==> config.mk <==
export PLATFORM = sky130hd
export DESIGN_NAME = cal_ctrl_status_regs
export DESIGN_NICKNAME = d
export VERILOG_FILES = /design/src/cal_ctrl_status_regs.v /design/src/bit_sync.v /design/src/cal_sequencer.v
export VERILOG_INCLUDE_DIRS = /design/src
export SDC_FILE = /design/constraint.sdc
export NUM_CORES = 1
export LEC_CHECK = 0
export BUFFER_PORTS_ARGS = -buffer_cell sky130_fd_sc_hd__clkbuf_2
export CAP_MARGIN = 25
export CORE_ASPECT_RATIO = 0.8
export CORE_MARGIN = 2
export CORE_UTILIZATION = 30
export CTS_CLUSTER_SIZE = 25
export DETAILED_ROUTE_END_ITERATION = 12
export GPL_TIMING_DRIVEN = 1
export REMOVE_ABC_BUFFERS = 1
export SYNTH_ARGS = -nofsm -noshare
export SYNTH_HDL_FRONTEND = slang
export SYNTH_SLANG_ARGS = --single-unit
==> constraint.sdc <==
create_clock -name aclk -period 4.1 [get_ports aclk]
set_input_delay 1.23 -clock aclk [delete_from_list [all_inputs] [get_ports aclk]]
set_output_delay 1.23 -clock aclk [all_outputs]
set_load 0.02 [all_outputs]
==> src/cal_regs_defs.vh <==
`ifndef CAL_REGS_DEFS_VH
`define CAL_REGS_DEFS_VH

// Register indices; byte address is four times the index
`define IDX_RUN_CONTROL 8'h62
`define IDX_CAL_AVERAGING 8'h68
`define IDX_CAL_STATE 8'h6a
`define IDX_PIN_SETUP 8'h6b
`define IDX_SW_TRIGGER 8'h6c
`define IDX_LP_TIMING 8'h6e

// AXI address split
`define ADDR_W 12
`define ADDR_IDX_MSB 9
`define ADDR_IDX_LSB 2
`define ADDR_TOP_MSB 11
`define ADDR_TOP_LSB 10
`define RESP_OKAY 2'h0
`define RESP_SLVERR 2'h2
`define RDATA_PAD 24'h00_0000

// Reset values
`define RST_RUN_CONTROL 8'h03
`define RST_CAL_AVERAGING 8'h61
`define RST_PIN_SETUP 8'h00
`define RST_SW_TRIGGER 8'h01
`define RST_LP_TIMING 8'h88

// Writable bits; reserved positions stay zero
`define MASK_RUN_CONTROL 8'h07
`define MASK_CAL_AVERAGING 8'h77
`define MASK_PIN_SETUP 8'h07
`define MASK_SW_TRIGGER 8'h01
`define MASK_LP_TIMING 8'hfb

// Field positions
`define RUN_CAL_EN_BIT 0
`define RUN_FG_BIT 1
`define RUN_BG_BIT 2
`define OFS_AVG_MSB 6
`define OFS_AVG_LSB 4
`define LIN_AVG_MSB 2
`define LIN_AVG_LSB 0
`define STAT_FG_BIT 0
`define STAT_HALT_BIT 1
`define STAT_CODE_MSB 4
`define STAT_CODE_LSB 2
`define IND_SEL_MSB 2
`define IND_SEL_LSB 1
`define TRIG_SEL_BIT 0
`define SW_TRIG_BIT 0
`define LP_EN_BIT 0
`define LP_TRIG_BIT 1
`define LP_WAKE_MSB 4
`define LP_WAKE_LSB 3
`define LP_SLEEP_MSB 7
`define LP_SLEEP_LSB 5

// Indicator source codes
`define IND_FG 2'h0
`define IND_HALT 2'h1
`define IND_ALARM 2'h2
`define IND_LOW 2'h3

// Calibration state codes
`define CS_IDLE 3'h0
`define CS_RESET 3'h1
`define CS_FG 3'h2
`define CS_BG_RUN 3'h3
`define CS_BG_HALT 3'h4
`define CS_DONE 3'h5

// Averaging timing: base cycles shifted left by the depth select
`define AVG_BASE_CYCLES 12'h010
`define COUNT_ZERO 12'h000
`define COUNT_LAST 12'h001

`endif

==> src/cal_ctrl_status_regs.v <==
// The AXI4-Lite slave port was chosen for this implementation.
`include "cal_regs_defs.vh"

module cal_ctrl_status_regs (
    // Clock and reset
    input wire aclk,
    input wire aresetn,
    // AXI4-Lite write address
    input wire awvalid,
    output wire awready,
    input wire [`ADDR_W-1:0] awaddr,
    input wire [2:0] awprot,
    // AXI4-Lite write data
    input wire wvalid,
    output wire wready,
    input wire [31:0] wdata,
    input wire [3:0] wstrb,
    // AXI4-Lite write response
    output reg bvalid,
    input wire bready,
    output reg [1:0] bresp,
    // AXI4-Lite read address
    input wire arvalid,
    output wire arready,
    input wire [`ADDR_W-1:0] araddr,
    input wire [2:0] arprot,
    // AXI4-Lite read data
    output reg rvalid,
    input wire rready,
    output reg [31:0] rdata,
    output reg [1:0] rresp,
    // Device pins
    input wire cal_trigger_pin,
    input wire alarm_flag,
    output reg cal_indicator_pin,
    // Calibration datapath controls
    output reg cal_trigger,
    output wire core_wake,
    output wire [2:0] offset_avg_sel,
    output wire [2:0] linearity_avg_sel,
    output wire [2:0] lp_sleep_delay_sel,
    output wire [1:0] lp_wake_delay_sel
);

// Register storage
reg [7:0] run_control;
reg [7:0] calibration_averaging;
reg [7:0] calibration_pin_setup;
reg [7:0] calibration_sw_trigger;
reg [7:0] low_power_recal_timing;

// Write channel holding state
reg aw_held;
reg w_held;
reg [7:0] aw_idx;
reg aw_top_bad;
reg [7:0] w_byte;
reg w_lane;

// Synchronised pins and engine status
wire trigger_sync;
wire alarm_sync;
wire [2:0] state_code;
wire foreground_complete;
wire background_halted;

// Field views
wire cal_enable;
wire foreground_run_enable;
wire background_enable;
wire lp_trigger_mode;
wire hw_trigger_select;
wire sw_trigger_bit;
wire [1:0] indicator_sel;

// Read decode
wire [7:0] rd_idx;
reg [7:0] rd_value;
wire do_write;

// Only these indices answer OKAY; anything else gets SLVERR
function is_mapped;
    input [7:0] idx;
    begin
        case (idx)
            `IDX_RUN_CONTROL: is_mapped = 1'b1;
            `IDX_CAL_AVERAGING: is_mapped = 1'b1;
            `IDX_CAL_STATE: is_mapped = 1'b1;
            `IDX_PIN_SETUP: is_mapped = 1'b1;
            `IDX_SW_TRIGGER: is_mapped = 1'b1;
            `IDX_LP_TIMING: is_mapped = 1'b1;
            default: is_mapped = 1'b0;
        endcase
    end
endfunction

assign cal_enable = run_control[`RUN_CAL_EN_BIT];
assign foreground_run_enable = run_control[`RUN_FG_BIT];
assign background_enable = run_control[`RUN_BG_BIT];
assign lp_trigger_mode = background_enable &&
    low_power_recal_timing[`LP_EN_BIT] &&
    low_power_recal_timing[`LP_TRIG_BIT];
assign hw_trigger_select = calibration_pin_setup[`TRIG_SEL_BIT];
assign sw_trigger_bit = calibration_sw_trigger[`SW_TRIG_BIT];
assign indicator_sel = calibration_pin_setup[`IND_SEL_MSB:`IND_SEL_LSB];

assign offset_avg_sel =
    calibration_averaging[`OFS_AVG_MSB:`OFS_AVG_LSB];
assign linearity_avg_sel =
    calibration_averaging[`LIN_AVG_MSB:`LIN_AVG_LSB];
assign lp_sleep_delay_sel =
    low_power_recal_timing[`LP_SLEEP_MSB:`LP_SLEEP_LSB];
assign lp_wake_delay_sel =
    low_power_recal_timing[`LP_WAKE_MSB:`LP_WAKE_LSB];

// Pins come from outside the clock domain
bit_sync #(
    .RESET_LEVEL(1'b1)
) trigger_sync_inst (
    .aclk(aclk),
    .aresetn(aresetn),
    .async_in(cal_trigger_pin),
    .sync_out(trigger_sync)
);

bit_sync #(
    .RESET_LEVEL(1'b0)
) alarm_sync_inst (
    .aclk(aclk),
    .aresetn(aresetn),
    .async_in(alarm_flag),
    .sync_out(alarm_sync)
);

cal_sequencer sequencer_inst (
    .aclk(aclk),
    .aresetn(aresetn),
    .cal_enable(cal_enable),
    .foreground_run_enable(foreground_run_enable),
    .background_enable(background_enable),
    .lp_trigger_mode(lp_trigger_mode),
    .cal_trigger(cal_trigger),
    .offset_avg_sel(offset_avg_sel),
    .linearity_avg_sel(linearity_avg_sel),
    .state_code(state_code),
    .foreground_complete(foreground_complete),
    .background_halted(background_halted),
    .core_wake(core_wake)
);

// Write address and data are taken independently, one write in flight
assign awready = !aw_held && !bvalid;
assign wready = !w_held && !bvalid;
assign do_write = aw_held && w_held && !bvalid;

always @(posedge aclk) begin
    if (!aresetn) begin
        aw_held <= 1'b0;
        aw_idx <= `IDX_RUN_CONTROL;
        aw_top_bad <= 1'b0;
    end else if (awvalid && awready) begin
        aw_held <= 1'b1;
        aw_idx <= awaddr[`ADDR_IDX_MSB:`ADDR_IDX_LSB];
        aw_top_bad <= |awaddr[`ADDR_TOP_MSB:`ADDR_TOP_LSB];
    end else if (do_write) begin
        aw_held <= 1'b0;
    end
end

always @(posedge aclk) begin
    if (!aresetn) begin
        w_held <= 1'b0;
        w_byte <= `RST_PIN_SETUP;
        w_lane <= 1'b0;
    end else if (wvalid && wready) begin
        w_held <= 1'b1;
        w_byte <= wdata[7:0];
        w_lane <= wstrb[0];
    end else if (do_write) begin
        w_held <= 1'b0;
    end
end

// Register commit; reserved bits are masked so they always read zero
always @(posedge aclk) begin
    if (!aresetn) begin
        run_control <= `RST_RUN_CONTROL;
        calibration_averaging <= `RST_CAL_AVERAGING;
        calibration_pin_setup <= `RST_PIN_SETUP;
        calibration_sw_trigger <= `RST_SW_TRIGGER;
        low_power_recal_timing <= `RST_LP_TIMING;
    end else if (do_write && w_lane && !aw_top_bad) begin
        case (aw_idx)
            `IDX_RUN_CONTROL: begin
                run_control <= w_byte & `MASK_RUN_CONTROL;
            end
            `IDX_CAL_AVERAGING: begin
                calibration_averaging <=
                    w_byte & `MASK_CAL_AVERAGING;
            end
            `IDX_PIN_SETUP: begin
                calibration_pin_setup <=
                    w_byte & `MASK_PIN_SETUP;
            end
            `IDX_SW_TRIGGER: begin
                calibration_sw_trigger <=
                    w_byte & `MASK_SW_TRIGGER;
            end
            `IDX_LP_TIMING: begin
                low_power_recal_timing <=
                    w_byte & `MASK_LP_TIMING;
            end
            default: begin
                // Status index falls here: accepted, nothing changes
                run_control <= run_control;
            end
        endcase
    end
end

// Write response
always @(posedge aclk) begin
    if (!aresetn) begin
        bvalid <= 1'b0;
        bresp <= `RESP_OKAY;
    end else if (do_write) begin
        bvalid <= 1'b1;
        if (is_mapped(aw_idx) && !aw_top_bad) begin
            bresp <= `RESP_OKAY;
        end else begin
            bresp <= `RESP_SLVERR;
        end
    end else if (bready) begin
        bvalid <= 1'b0;
    end
end

// Read path: one cycle from address to data
assign arready = !rvalid;
assign rd_idx = araddr[`ADDR_IDX_MSB:`ADDR_IDX_LSB];

always @* begin
    rd_value = `RST_PIN_SETUP;
    case (rd_idx)
        `IDX_RUN_CONTROL: rd_value = run_control;
        `IDX_CAL_AVERAGING: rd_value = calibration_averaging;
        `IDX_CAL_STATE: begin
            rd_value[`STAT_CODE_MSB:`STAT_CODE_LSB] = state_code;
            rd_value[`STAT_HALT_BIT] = background_halted;
            rd_value[`STAT_FG_BIT] = foreground_complete;
        end
        `IDX_PIN_SETUP: rd_value = calibration_pin_setup;
        `IDX_SW_TRIGGER: rd_value = calibration_sw_trigger;
        `IDX_LP_TIMING: rd_value = low_power_recal_timing;
        default: rd_value = `RST_PIN_SETUP;
    endcase
end

always @(posedge aclk) begin
    if (!aresetn) begin
        rvalid <= 1'b0;
        rdata <= {`RDATA_PAD, `RST_PIN_SETUP};
        rresp <= `RESP_OKAY;
    end else if (arvalid && arready) begin
        rvalid <= 1'b1;
        if (is_mapped(rd_idx) && !(|araddr[`ADDR_TOP_MSB:`ADDR_TOP_LSB]))
        begin
            rdata <= {`RDATA_PAD, rd_value};
            rresp <= `RESP_OKAY;
        end else begin
            rdata <= {`RDATA_PAD, `RST_PIN_SETUP};
            rresp <= `RESP_SLVERR;
        end
    end else if (rready) begin
        rvalid <= 1'b0;
    end
end

// Trigger source; the unused source is not looked at at all
always @(posedge aclk) begin
    if (!aresetn) begin
        cal_trigger <= 1'b1;
    end else if (hw_trigger_select) begin
        cal_trigger <= trigger_sync;
    end else begin
        cal_trigger <= sw_trigger_bit;
    end
end

// Indicator pin is registered so it never glitches on select changes
always @(posedge aclk) begin
    if (!aresetn) begin
        cal_indicator_pin <= 1'b0;
    end else begin
        case (indicator_sel)
            `IND_FG: cal_indicator_pin <= foreground_complete;
            `IND_HALT: cal_indicator_pin <= background_halted;
            `IND_ALARM: cal_indicator_pin <= alarm_sync;
            `IND_LOW: cal_indicator_pin <= 1'b0;
            default: cal_indicator_pin <= 1'b0;
        endcase
    end
end

endmodule // cal_ctrl_status_regs

==> src/bit_sync.v <==
module bit_sync #(
    parameter [0:0] RESET_LEVEL = 1'b0
) (
    // Clock and reset
    input wire aclk,
    input wire aresetn,
    // Asynchronous level in, synchronised level out
    input wire async_in,
    output reg sync_out
);

reg stage_one;

always @(posedge aclk) begin
    if (!aresetn) begin
        stage_one <= RESET_LEVEL;
        sync_out <= RESET_LEVEL;
    end else begin
        stage_one <= async_in;
        sync_out <= stage_one;
    end
end

endmodule // bit_sync

==> src/cal_sequencer.v <==
`include "cal_regs_defs.vh"

module cal_sequencer (
    // Clock and reset
    input wire aclk,
    input wire aresetn,
    // Controls
    input wire cal_enable,
    input wire foreground_run_enable,
    input wire background_enable,
    input wire lp_trigger_mode,
    input wire cal_trigger,
    input wire [2:0] offset_avg_sel,
    input wire [2:0] linearity_avg_sel,
    // Status
    output reg [2:0] state_code,
    output reg foreground_complete,
    output reg background_halted,
    output reg core_wake
);

localparam ST_IDLE = `CS_IDLE;
localparam ST_RESET = `CS_RESET;
localparam ST_FG = `CS_FG;
localparam ST_BG_RUN = `CS_BG_RUN;
localparam ST_BG_HALT = `CS_BG_HALT;
localparam ST_DONE = `CS_DONE;

reg [11:0] count;

// Deeper averaging doubles the time per step
function [11:0] avg_cycles;
    input [2:0] sel;
    begin
        avg_cycles = `AVG_BASE_CYCLES << sel;
    end
endfunction

always @(posedge aclk) begin
    if (!aresetn || !cal_enable) begin
        state_code <= ST_IDLE;
        count <= `COUNT_ZERO;
        foreground_complete <= 1'b0;
        background_halted <= 1'b0;
    end else begin
        case (state_code)
            ST_IDLE: begin
                state_code <= ST_RESET;
            end
            ST_RESET: begin
                // Values are cleared either way; foreground only if asked
                if (foreground_run_enable) begin
                    state_code <= ST_FG;
                    count <= avg_cycles(linearity_avg_sel);
                end else begin
                    foreground_complete <= 1'b1;
                    if (background_enable) begin
                        state_code <= ST_BG_RUN;
                        count <= avg_cycles(offset_avg_sel);
                    end else begin
                        state_code <= ST_DONE;
                        background_halted <= 1'b1;
                    end
                end
            end
            ST_FG: begin
                if (count == `COUNT_LAST) begin
                    foreground_complete <= 1'b1;
                    if (background_enable) begin
                        state_code <= ST_BG_RUN;
                        count <= avg_cycles(offset_avg_sel);
                    end else begin
                        state_code <= ST_DONE;
                        background_halted <= 1'b1;
                    end
                end else begin
                    count <= count - `COUNT_LAST;
                end
            end
            ST_BG_RUN: begin
                // Halt only at a phase boundary, never mid-average
                if (count == `COUNT_LAST) begin
                    count <= avg_cycles(offset_avg_sel);
                    if (!cal_trigger && !lp_trigger_mode) begin
                        state_code <= ST_BG_HALT;
                        background_halted <= 1'b1;
                    end
                end else begin
                    count <= count - `COUNT_LAST;
                end
            end
            ST_BG_HALT: begin
                if (cal_trigger || lp_trigger_mode) begin
                    state_code <= ST_BG_RUN;
                    background_halted <= 1'b0;
                    count <= avg_cycles(offset_avg_sel);
                end
            end
            ST_DONE: begin
                state_code <= ST_DONE;
            end
            default: begin
                state_code <= ST_IDLE;
            end
        endcase
    end
end

// Offline core sleeps on a high trigger in triggered low-power mode
always @(posedge aclk) begin
    if (!aresetn) begin
        core_wake <= 1'b1;
    end else if (lp_trigger_mode && state_code == ST_BG_RUN) begin
        core_wake <= !cal_trigger;
    end else begin
        core_wake <= 1'b1;
    end
end

endmodule // cal_sequencer

==> metrics.md, run 1 <==
| Metric | Value |
|---|---|
| Postcts setup bufs | `0` |
| Initial antenna violation count | `0` |
| Final worst path period share | `0.620` |
| Post-DR wirelength/cell | `15.3 um` |
| H-tree Lvls | `3` |
| Hold Path Class | `register to register` |
| Dominant cells by area after synthesis | `dfxtp_1 (35%), nand2_1 (7.5%), buf_4 (5.4%), mux2i_1 (5.3%), o21ai_0 (4.4%)` |
| Worst Path Buf+Inv | `1` |
| Fin area | `4930 sq um` |
| Placed instance area | `4640 sq um` |
| Most instantiated library cell after synthesis | `nand2_1` |
| Routability cong. | `0.878` |
| Number of synthesized register bits | `76` |
| Worst-Skew Late Latency | `0.33 ns` |
| Crit-path max FO | `13` |
| CP Class | `register to output pin` |
| CTS sink cnt | `76` |
| Number of global-route vias before repair | `3972` |
| Xor/xnor cell area share of the yosys netlist | `0.0101` |
| Achievable frequency | `0.394 GHz` |
| Status | `finished, final reports clean` |
| Area added between synthesis and finish | `13.7%` |
| Area of the multi-input gates | `2500 sq um` |
| Ys async rst share | `0` |
| Required time worst endpoint | `~2.9 ns` |
| Crit path arrival time | `1.31 ns` |
| Post-synthesis compound-gate area fraction | `0.213` |
| CTS Buf Count | `9` |
| TNS Setup | `0 ns` |
| Largest net degree at the start of global routing | `62` |
| Share of cells above drive strength 1 | `0.159` |
| HP Start | `trigger_sync_inst.stage_one` |
| Adder-cell share of the synthesized area | `0.00809` |
| Post_cts resized | `0` |
| TritonCTS clock tree | `yes` |
| GR Util All Layers | `0.154` |
| Post-synthesis simple-gate area fraction | `0.266` |
| Register area share after synthesis | `0.351` |
| Clk_skew | `0.00739 ns` |
| Slowest-stage cell, CP | `dfxtp_1` |
| Crit path max-delay family | `flip-flops` |
| Worst reg2reg startpoint | `sequencer_inst.state_code[1]` |
| Worst-margin pin slew | `0.825 ns` |
| Average vias per placed instance | `roughly 5.3` |
| Final-stage net count | `670` |
| Die ar. | `roughly 15000 sq um` |
| DRC errors left | `0` |
| Vias | `slightly above 4000` |
| Final Setup Violations | `0` |
| Core ar. | `14200 sq um` |
| Startpoint Class | `register` |
| Most used flip-flop cell after synthesis | `dfxtp_1` |
| Min Clock Period, post-route | `2.54 ns` |
| Static leakage power | `between 0.002 and 0.0025 uW` |
| Congestion Overflow GR | `0` |
| Root Driver | `clkbuf_16` |
| Max-Cap Viols | `0` |
| Pins over their slew limit | `0` |
| Clk buf depth | `2` |
| Crit path from | `calibration_averaging[5]` |
| Top-area cell type share of the netlist area | `0.351` |
| Filler cells | `between 1000 and 1500` |
| Worst hold path depth | `1` |
| FP Rows | `39` |
| R2r worst-path depth | `5` |
| Drt first pass iters | `5` |
| R2R Setup Slk | `1.57 ns` |
| Die Y | `between 100 and 150 um` |
| CTS Hold Bufs | `0` |
| I/O Buffers | `66` |
| First-pass GRT wire length | `slightly below 20 mm` |
| RSZ-0062 raised after global routing | `no` |
| Routed Antenna Nets | `0` |
| Reg2reg end | `sequencer_inst.count[4]` |
| Placed insts | `765` |
| Number of synthesized flops with an enable pin | `0` |
| Top cells by count, synth | `nand2_1 (86), dfxtp_1 (76), o21ai_0 (38), buf_4 (31)` |
| Cell Area, Synth | `~4300 sq um` |
| Critical Path Max Stage Delay | `0.70 ns` |
| Crit end category | `output pin` |
| FF+latch area | `~1500 sq um` |
| Routed WL | `12.0 mm` |
| Main combinational cell family by area after synthesis | `simple AND/OR/NAND/NOR gates` |
| Cell count after synthesis | `551` |
| Dpl hpwl | `8.73 mm` |
| Finished Core Util | `0.347` |
| Starting Density | `0.305` |
| Pwr Total | `2390 uW` |
| Hold Crit Endpoint | `trigger_sync_inst.sync_out` |
| Synth cell types | `71` |
| Reg clk slew, reported paths | `roughly 0.070 ns` |
| Max VDD drop | `0.000199 V` |
| DRT iter0 DRCs | `approximately 350` |
| Syn Area/Cell | `7.86 sq um` |
| Multiplexer share of the synthesized area | `0.0583` |
| Worst slew margin | `0.449` |
| Diode count | `0` |
| Cell Pwr Density | `around 490 nW/um^2` |
| Final Hold Viols | `0` |
| Yosys warning count | `0` |
| Leading area contributor after synthesis | `dfxtp_1` |
| CP cell instances | `clkbuf_2` |
| Non-Filler Instances | `just under 800` |
| I/O Pins | `130` |
| Die Wd | `around 140 um` |
==> power by group <==
part | internal, uW | switching, uW | leakage [uW]
Sequential | 810 | 126 | 0.000621
Clock | 416 | 340 | 0.000126
Combinational | 282 | 421 | 0.00128
Total | 1510 | 886 | 0.00203
==> routing by layer <==
metal,part of all wire,wire [um],track usage
met5,0,0,0
met3,0.065,780,0.0357
met1,0.48,5740,0.210
met4,0.011,129,0.0367
met2,0.44,5320,0.249
==> flip-flops by register name, summed over array words and instances, names as in the netlist, 3 cells and up <==
signal and count:
sequencer_inst.count 12, aw_idx 8, rdata 8, w_byte 8, low_power_recal_timing 7, calibration_averaging 6, calibration_pin_setup 3, run_control 3
sequencer_inst.state_code 3
==> cell usage in the layout, fill, tap and decap left out, drive strengths merged, types with 3 or more instances in the layout <==
| cell type | Yosys | final |
|---|---|---|
| nand2 | 86 | 86 |
| dfxtp | 76 | 76 |
| clkbuf | 27 | 76 |
| o21ai | 42 | 42 |
| nor2 | 28 | 28 |
| a21oi | 28 | 28 |
| conb | 1 | 26 |
| mux2i | 23 | 23 |
| a21boi | 18 | 18 |
| nor2b | 16 | 16 |
| and2 | 15 | 15 |
| nor3 | 15 | 15 |
| nand3 | 14 | 14 |
| inv | 12 | 14 |
| nand2b | 9 | 9 |
| a31oi | 9 | 9 |
| nand4 | 7 | 7 |
| nor3b | 6 | 6 |
| a22oi | 6 | 6 |
| o22ai | 5 | 5 |
| nor4 | 5 | 5 |
| and3b | 4 | 4 |
| o221ai | 4 | 4 |
| a211oi | 3 | 3 |
| or4 | 3 | 3 |
| or3 | 3 | 3 |
| and3 | 3 | 3 |
| xor2 | 3 | 3 |
| clkinvlp | 0 | 3 |
| o31ai | 3 | 3 |
| buf | 36 | 3 |
==> logic make-up (layout without fill, tap and decap cells) <==
family	Yosys count	after routing
AO/OA/AOI/OAI	141	141
flip-flops	76	76
adder cells (fa/ha/maj)	3	3
multiplexers	25	25
AND/OR/NAND/NOR	225	225
other	1	26
XOR/XNOR	5	5
buffers and inverters	75	97
==> cell type report <==
type,instances,share of cell area
clock buffer,10,0.0465
sequential,76,0.309
inverter,12,0.00914
timing repair buffer,69,0.0711
multi-input combinational,425,0.508
tap,184,0.0467
clock inverter,6,0.00990
==> worst max path at each step <==
stage | end | cells after the start
2_1_floorplan | rdata[0] | 5
3_3_place_gp | rdata[7] | 6
3_5_place_dp | rdata[0] | 6
4_1_cts | offset_avg_sel[1] | 1
5_1_grt | sequencer_inst.count[4] | 5
6_report | offset_avg_sel[1] | 1
==> per-stage QoR <==
step           hold WS, ns  setup slack (ns)
2_1_floorplan        0.386              1.58
3_3_place_gp         0.395              1.33
3_5_place_dp         0.411              1.30
4_1_cts              0.434              1.57
5_1_grt              0.451              1.45
6_report             0.430              1.56
(Power assumes the default switching activity.)
==> run 2: changes to the inputs <==
--- a/config.mk
+++ b/config.mk
@@ -6,6 +6,7 @@
 export SDC_FILE = /design/constraint.sdc
 export NUM_CORES = 1
 export LEC_CHECK = 0
+export ABC_AREA = 1
 export BUFFER_PORTS_ARGS = -buffer_cell sky130_fd_sc_hd__clkbuf_2
 export CAP_MARGIN = 25
 export CORE_ASPECT_RATIO = 0.8
==> constraint.sdc (replaced) <==
create_clock -name aclk -period 2.5 [get_ports aclk]
set_input_delay 0.75 -clock aclk [delete_from_list [all_inputs] [get_ports aclk]]
set_output_delay 0.75 -clock aclk [all_outputs]
set_load 0.02 [all_outputs]
==> run 2 against run 1 <==
Final area rose by 2.2%. Core utilization rose by 0.89 points. First-iteration DRC count rose by 19%. Highest routed layer unchanged. Largest cell class unchanged. Largest power group is now combinational logic. Critical path type is now register to register. Synthesized cell count rose by 21%.
==> metrics.md, run 2 <==
| Metric | Value |
|---|---|
| Diode count | `0 (unchanged)` |
| Max-Cap Viols | `0 (unchanged)` |
| WHS | `0.413 ns (-0.0169 ns)` |
| Vias | `4324 (+5.2%)` |
| Yosys warning count | `0 (unchanged)` |
| Post-DR wirelength/cell | `12.7 um (-17%)` |
| Post_cts resized | `0 (unchanged)` |
| Reg2reg end | `sequencer_inst.count[9]` |
| Number of synthesized flops with an enable pin | `0 (unchanged)` |
| RSZ-0062 raised after global routing | `no` |
| Crit-path max FO | `12 (-1)` |
| Worst-margin pin slew | `0.616 ns (-0.209 ns)` |
| Dpl hpwl | `9.01 mm (+3.1%)` |
| Non-Filler Instances | `922 (+18%)` |
| Cell Area, Synth | `4300 sq um (-0.75%)` |
| Clk buf depth | `2 (unchanged)` |
| Adder-cell share of the synthesized area | `0.00582 (-0.00227)` |
| Syn Area/Cell | `6.44 sq um (-18%)` |
| Placement Setup Slack | `0.377 ns (-0.922 ns)` |
| Worst Setup Slack, final | `0.589 ns (-0.970 ns)` |
| R2R Setup Slk | `0.59 ns (-0.98 ns)` |
| Crit end category | `register` |
| Startpoint Class | `register` |
| Worst-Skew Late Latency | `0.33 ns (about the same)` |
| I/O Buffers | `66 (unchanged)` |
| Core ar. | `14200 sq um (-0.34%)` |
| CTS sink cnt | `76 (unchanged)` |
| Initial antenna violation count | `0 (unchanged)` |
| Routability cong. | `0.895 (+1.9%)` |
| Final worst path period share | `0.765` |
| Drt first pass iters | `5 (unchanged)` |
| Status | `finished, final reports clean` |
| Main combinational cell family by area after synthesis | `simple AND/OR/NAND/NOR gates` |
| Clk_skew | `0.00635 ns (-0.00104 ns)` |
| Routed Antenna Nets | `0 (unchanged)` |
| Postcts setup bufs | `0 (unchanged)` |
| Post-synthesis simple-gate area fraction | `0.331 (+0.0654)` |
| Pins over their slew limit | `0 (unchanged)` |
| CP Class | `register to register` |
| Starting Density | `0.304 (-0.00125)` |
| Number of global-route vias before repair | `3840 (-3.3%)` |
| Worst slew margin | `0.589 (+0.140)` |
| Static leakage power | `0.00231 uW (+14%)` |
| Post-synthesis compound-gate area fraction | `0.166 (-0.0467)` |
| Leading area contributor after synthesis | `dfxtp_1` |
| Top-area cell type share of the netlist area | `0.354 (+0.00266)` |
| Dominant cells by area after synthesis | `dfxtp_1 (35%), nand2_1 (13%), nor2_1 (9.0%), o21ai_0 (6.5%), inv_1 (5.5%)` |
| Worst reg2reg startpoint | `sequencer_inst.state_code[1]` |
| Pwr Total | `4720 uW (+97%)` |
| H-tree Lvls | `3 (unchanged)` |
| Most common cell after layout, fill and taps aside | `nand2_1` |
| Routed WL | `11.8 mm (-1.8%)` |
| First-pass GRT wire length | `19.3 mm (-2.9%)` |
| Most instantiated library cell after synthesis | `nand2_1` |
| CTS Buf Count | `9 (unchanged)` |
| Max VDD drop | `0.000399 V (+100%)` |
| Final-stage net count | `810 (+21%)` |
| Multiplexer share of the synthesized area | `0 (-0.0583)` |
| Reg with most FFs | `sequencer_inst.count` |
| HP Start | `alarm_sync_inst.stage_one` |
| Ys async rst share | `0 (unchanged)` |
| Area added between synthesis and finish | `17.1%` |
| Root Driver | `clkbuf_16` |
| Synth cell types | `38 (-46%)` |
| Reg clk slew, reported paths | `0.06 ns (about the same)` |
| Xor/xnor cell area share of the yosys netlist | `0.00611 (-0.00400)` |
| Register area share after synthesis | `0.354 (+0.00266)` |
| R2r worst-path depth | `8 (+3)` |
| Hold Path Class | `register to register` |
| DRC errors left | `0 (unchanged)` |
| CTS Hold Bufs | `0 (unchanged)` |
| Most used flip-flop cell after synthesis | `dfxtp_1` |
| Max reg flops | `12 (unchanged)` |
| GR Util All Layers | `0.158 (+0.00435)` |
| Min Clock Period, post-route | `1.91 ns` |
| Die Y | `111 um (-0.36%)` |
| Required time worst endpoint | `2.72 ns (-0.15 ns)` |
| Average vias per placed instance | `4.69 (-11%)` |
| Placed insts | `906 (+18%)` |
| Hold Crit Endpoint | `alarm_sync_inst.sync_out` |
| Most frequent cells in the layout | `nand2_1 (152), nor2_1 (103), dfxtp_1 (76), clkbuf_2 (66), inv_1 (63)` |
| Crit path arrival time | `2.13 ns (+0.82 ns)` |
| Congestion Overflow GR | `0 (unchanged)` |
| Achievable frequency | `0.523 GHz` |
| I/O Pins | `130 (unchanged)` |
| Cell count after synthesis | `668 (+21%)` |
| Final Hold Viols | `0 (unchanged)` |
| FP Rows | `39 (unchanged)` |
| Die Wd | `138 um (-0.36%)` |
| Share of cells above drive strength 1 | `0.164 (+0.00509)` |
| Worst hold path depth | `2 (+1)` |
| DRT iter0 DRCs | `414 (+19%)` |
| Number of synthesized register bits | `76 (unchanged)` |
| Die ar. | `15300 sq um (-0.73%)` |
| Final Setup Violations | `0 (unchanged)` |
| TNS Setup | `0 ns (unchanged)` |
| Top cells by count, synth | `nand2_1 (152), nor2_1 (103), dfxtp_1 (76), inv_1 (63), o21ai_0 (56)` |
| Largest net degree at the start of global routing | `20 (-68%)` |
| TritonCTS clock tree | `yes` |
| Cell Pwr Density | `938 nW/um^2 (+93%)` |
run 2: cell types whose count changed after synthesis, sizes merged, moves of 11 or more:
cell    change
mux2i      -23
and2       -13
nor2       +78
a21oi      +17
o211ai     +11
nand2      +70
clkbuf     -17
nor2b      -16
nand3      +32
o21ai      +19
a21boi     -18
inv        +64
run 2: area by class of cell:
class / instances / area, sq um
fill: 1563 / 9110
tap: 184 / 230
clock inverter: 6 / 88.8
sequential: 76 / 1520
inverter: 77 / 289
timing repair buffer: 74 / 390
multi-input combinational: 495 / 2290
clock buffer: 10 / 229
run 2: cell families after synthesis:
family / Yosys count
AND/OR/NAND/NOR: 336
AO/OA/AOI/OAI: 128
buffers and inverters: 122
flip-flops: 76
XOR/XNOR: 3
adder cells (fa/ha/maj): 2
other: 1
run 2: worst max-delay path by stage:
stage,start,end,slack (ns),cells after the start
2_1_floorplan,araddr[6],rdata[2],0.70,9
3_3_place_gp,araddr[6],rdata[2],0.37,10
3_5_place_dp,araddr[6],rdata[6],0.38,10
4_1_cts,sequencer_inst.state_code[1],sequencer_inst.count[9],0.64,8
5_1_grt,sequencer_inst.state_code[1],sequencer_inst.count[9],0.43,8
6_report,sequencer_inst.state_code[1],sequencer_inst.count[9],0.59,8
run 2: where the power goes:
group	switching, uW	total (uW)	internal (uW)
registers	151	1500	1350
clock network	516	1390	874
logic	1230	1830	603
total	1890	4720	2830
run 2: metal layers:
layer	global-route usage	up-vias	routed length, um
li1	-	2243	-
met1	0.246	1931	6080
met2	0.218	133	4740
met3	0.0306	17	748
met4	0.0442	0	183
met5	0	-	0
run 2: critical path, stage by stage (launching register included):
cell,delay [ns]
dfxtp_1,0.37
inv_2,0.12
nand3_2,0.23
nor2_1,0.36
inv_2,0.11
nand2_4,0.19
inv_2,0.13
o21ai_0,0.21
nor2_1,0.07
run 2: stage by stage:
stage / utilization / instance area, sq um
2_1_floorplan: - / 4100
3_3_place_gp: 0.333 / 4720
3_5_place_dp: 0.333 / 4720
4_1_cts: 0.356 / 5040
5_1_grt: 0.356 / 5040
6_report: 0.356 / 5040
==> run 3: changes to the inputs <==
==> constraint.sdc (replaced) <==
create_clock -name aclk -period 1.8 [get_ports aclk]
set_input_delay 0.54 -clock aclk [delete_from_list [all_inputs] [get_ports aclk]]
set_output_delay 0.54 -clock aclk [all_outputs]
set_load 0.02 [all_outputs]
==> run 3 against run 2 <==
Hold slack worse by 0.029 ns. Sequential power up 37%. Clock power up 47%. Die area unchanged. Final area up 5.0%. Core utilization up 1.8 points. Critical endpoint is now offset_avg_sel[0].
==> metrics.md, run 3 (synthesis gave the netlist of run 2 again) <==
| Metric | Value |
|---|---|
| I/O Pins | `130 (unchanged)` |
| GR Util All Layers | `0.162 (+0.00336)` |
| Initial antenna violation count | `0 (unchanged)` |
| First-pass GRT wire length | `19.6 mm (+1.5%)` |
| Routed Antenna Nets | `0 (unchanged)` |
| Starting Density | `0.304 (unchanged)` |
| Filler cells | `1525 (-2.4%)` |
| Crit path arrival time | `1.12 ns (-1.01 ns)` |
| Pins over their slew limit | `0 (unchanged)` |
| Area added between synthesis and finish | `22.9%` |
| CTS sink cnt | `76 (unchanged)` |
| Slowest-stage cell, CP | `dfxtp_1` |
| Core ar. | `14200 sq um (unchanged)` |
| FF+latch area | `1520 sq um (about the same)` |
| Root Driver | `clkbuf_16` |
| Pint | `4130 uW (+46%)` |
| I/O Buffers | `66 (unchanged)` |
| Final-stage net count | `835 (+3.1%)` |
| Part of the power in registers | `0.297 (-0.021)` |
| Drt first pass iters | `5 (unchanged)` |
| Post-DR wirelength/cell | `12.7 um (-0.34%)` |
| CTS Hold Bufs | `0 (unchanged)` |
| Diode count | `0 (unchanged)` |
| H-tree Lvls | `3 (unchanged)` |
| Final Hold Viols | `0 (unchanged)` |
| Pwr Total | `6950 uW (+47%)` |
| Vias | `4414 (+2.1%)` |
| Largest net degree at the start of global routing | `20 (unchanged)` |
| Die Wd | `138 um (unchanged)` |
| Sw power | `2820 uW (+49%)` |
| Routability cong. | `0.937 (+4.8%)` |
| Status | `finished, final reports clean` |
| Die Y | `111 um (unchanged)` |
| Clk_skew | `0.00690 ns (+0.000551 ns)` |
| Most frequent cells in the layout | `nand2_1 (151), nor2_1 (101), dfxtp_1 (75), clkbuf_2 (66), inv_1 (63)` |
| Reg clk slew, reported paths | `0.06 ns (about the same)` |
| Final Setup Violations | `0 (unchanged)` |
| Dpl hpwl | `9.39 mm (+4.3%)` |
| Die ar. | `15300 sq um (unchanged)` |
| Final worst path period share | `0.920` |
| Reg with most FFs | `sequencer_inst.count` |
| Crit path max-delay family | `flip-flops` |
| DRC errors left | `0 (unchanged)` |
| Congestion Overflow GR | `0 (unchanged)` |
| Fin area | `5290 sq um (+5.0%)` |
| Clk pwr share | `0.293 (about the same)` |
| Max VDD drop | `0.000758 V (+90%)` |
| Static leakage power | `0.00246 uW (+6.3%)` |
| Clk buf depth | `2 (unchanged)` |
| Finished Core Util | `0.374 (+0.0177)` |
| TritonCTS clock tree | `yes` |
| DRT iter0 DRCs | `420 (+1.4%)` |
| Number of global-route vias before repair | `3903 (+1.6%)` |
| CP Class | `register to output pin` |
| Placed instance area | `4920 sq um (+4.2%)` |
| CTS Buf Count | `9 (unchanged)` |
| Worst Path Buf+Inv | `1 (-2)` |
| CP cell instances | `clkbuf_2` |
| FP Rows | `39 (unchanged)` |
| Required time worst endpoint | `1.26 ns (-1.46 ns)` |
| Min Clock Period, post-route | `1.66 ns` |
| Crit-path max FO | `8 (-4)` |
| Hold Path Class | `input port to register` |
| Achievable frequency | `between 0.6 and 0.7 GHz` |
| Average vias per placed instance | `4.66 (-0.61%)` |
| Most common cell after layout, fill and taps aside | `nand2_1` |
| Area of the multi-input gates | `2320 sq um (+1.3%)` |
| Max-Cap Viols | `0 (unchanged)` |
| Cell Pwr Density | `1310 nW/um^2 (+40%)` |
| Worst-Skew Late Latency | `0.34 ns (about the same)` |
| Critical Path Max Stage Delay | `0.53 ns (+0.16 ns)` |
| Crit end category | `output pin` |
| Gate power share | `0.410 (+0.023)` |
| Startpoint Class | `register` |
| Routed WL | `12.0 mm (+2.4%)` |
| Share of cells above drive strength 1 | `0.199 (+0.0353)` |
| Max reg flops | `12 (unchanged)` |
| Switching share of power | `0.406 (+0.00563)` |
run 3: changes by cell type in the layout (fill, tap and decap cells not counted), moves of 2 or more:
cell	delta
clkinv_4	+2
nor2_1	-2
clkinvlp_4	-2
buf_4	+24
inv_8	+2
run 3: routing by layer:
layer  routed length (um)  track usage  vias to the layer above  share of wire
met3                  906       0.0343                       11          0.075
met4                  169       0.0517                        0          0.014
li1                     -            -                     2293              -
met1                 6190        0.252                     1943           0.51
met5                    0            0                        -              0
met2                 4770        0.216                      167           0.40
run 3: layout make-up:
class	count	area share
Tap cell	184	0.0436
Clock inverter	7	0.0206
Inverter	77	0.0551
Multi-Input combinational cell	495	0.438
Clock buffer	9	0.0426
Timing Repair Buffer	99	0.112
Sequential cell	76	0.288
run 3: worst paths after layout:
check	from	endpoint	slack, ns	depth (start not counted)
max	calibration_averaging[4]	offset_avg_sel[0]	0.14	1
min	alarm_flag	alarm_sync_inst.stage_one	0.38	3
max reg2reg	sequencer_inst.state_code[1]	sequencer_inst.count[9]	0.16	11
min reg2reg	trigger_sync_inst.stage_one	trigger_sync_inst.sync_out	0.41	1
run 3: power by group through the flow:
stage,Clock [uW],Combinational [uW],Sequential [uW]
detailed placement,0,2720,2100
global route,2130,3200,2100
finish,2040,2850,2060
global placement,0,2710,2100
CTS,2080,2740,2060
floorplan,0,1900,2070
run 3: stage by stage:
stage / cells / hold WS [ns] / setup slack (ns) / TNS, ns
2_1_floorplan: 648 / 0.390 / 0.215 / 0
6_report: 947 / 0.384 / 0.144 / 0
5_1_grt: 947 / 0.385 / -0.0188 / -0.0188
3_3_place_gp: 931 / 0.399 / -0.0141 / -0.0282
4_1_cts: 947 / 0.375 / 0.109 / 0
3_5_place_dp: 931 / 0.399 / -0.0510 / -0.305
run 3: repair_timing:
item | CTS | global route
buffers inserted | 0 | 0
setup endpoints to repair | 0 | 13
endpoints found under the hold margin | 0 | 0
gates resized for setup | 0 | 9
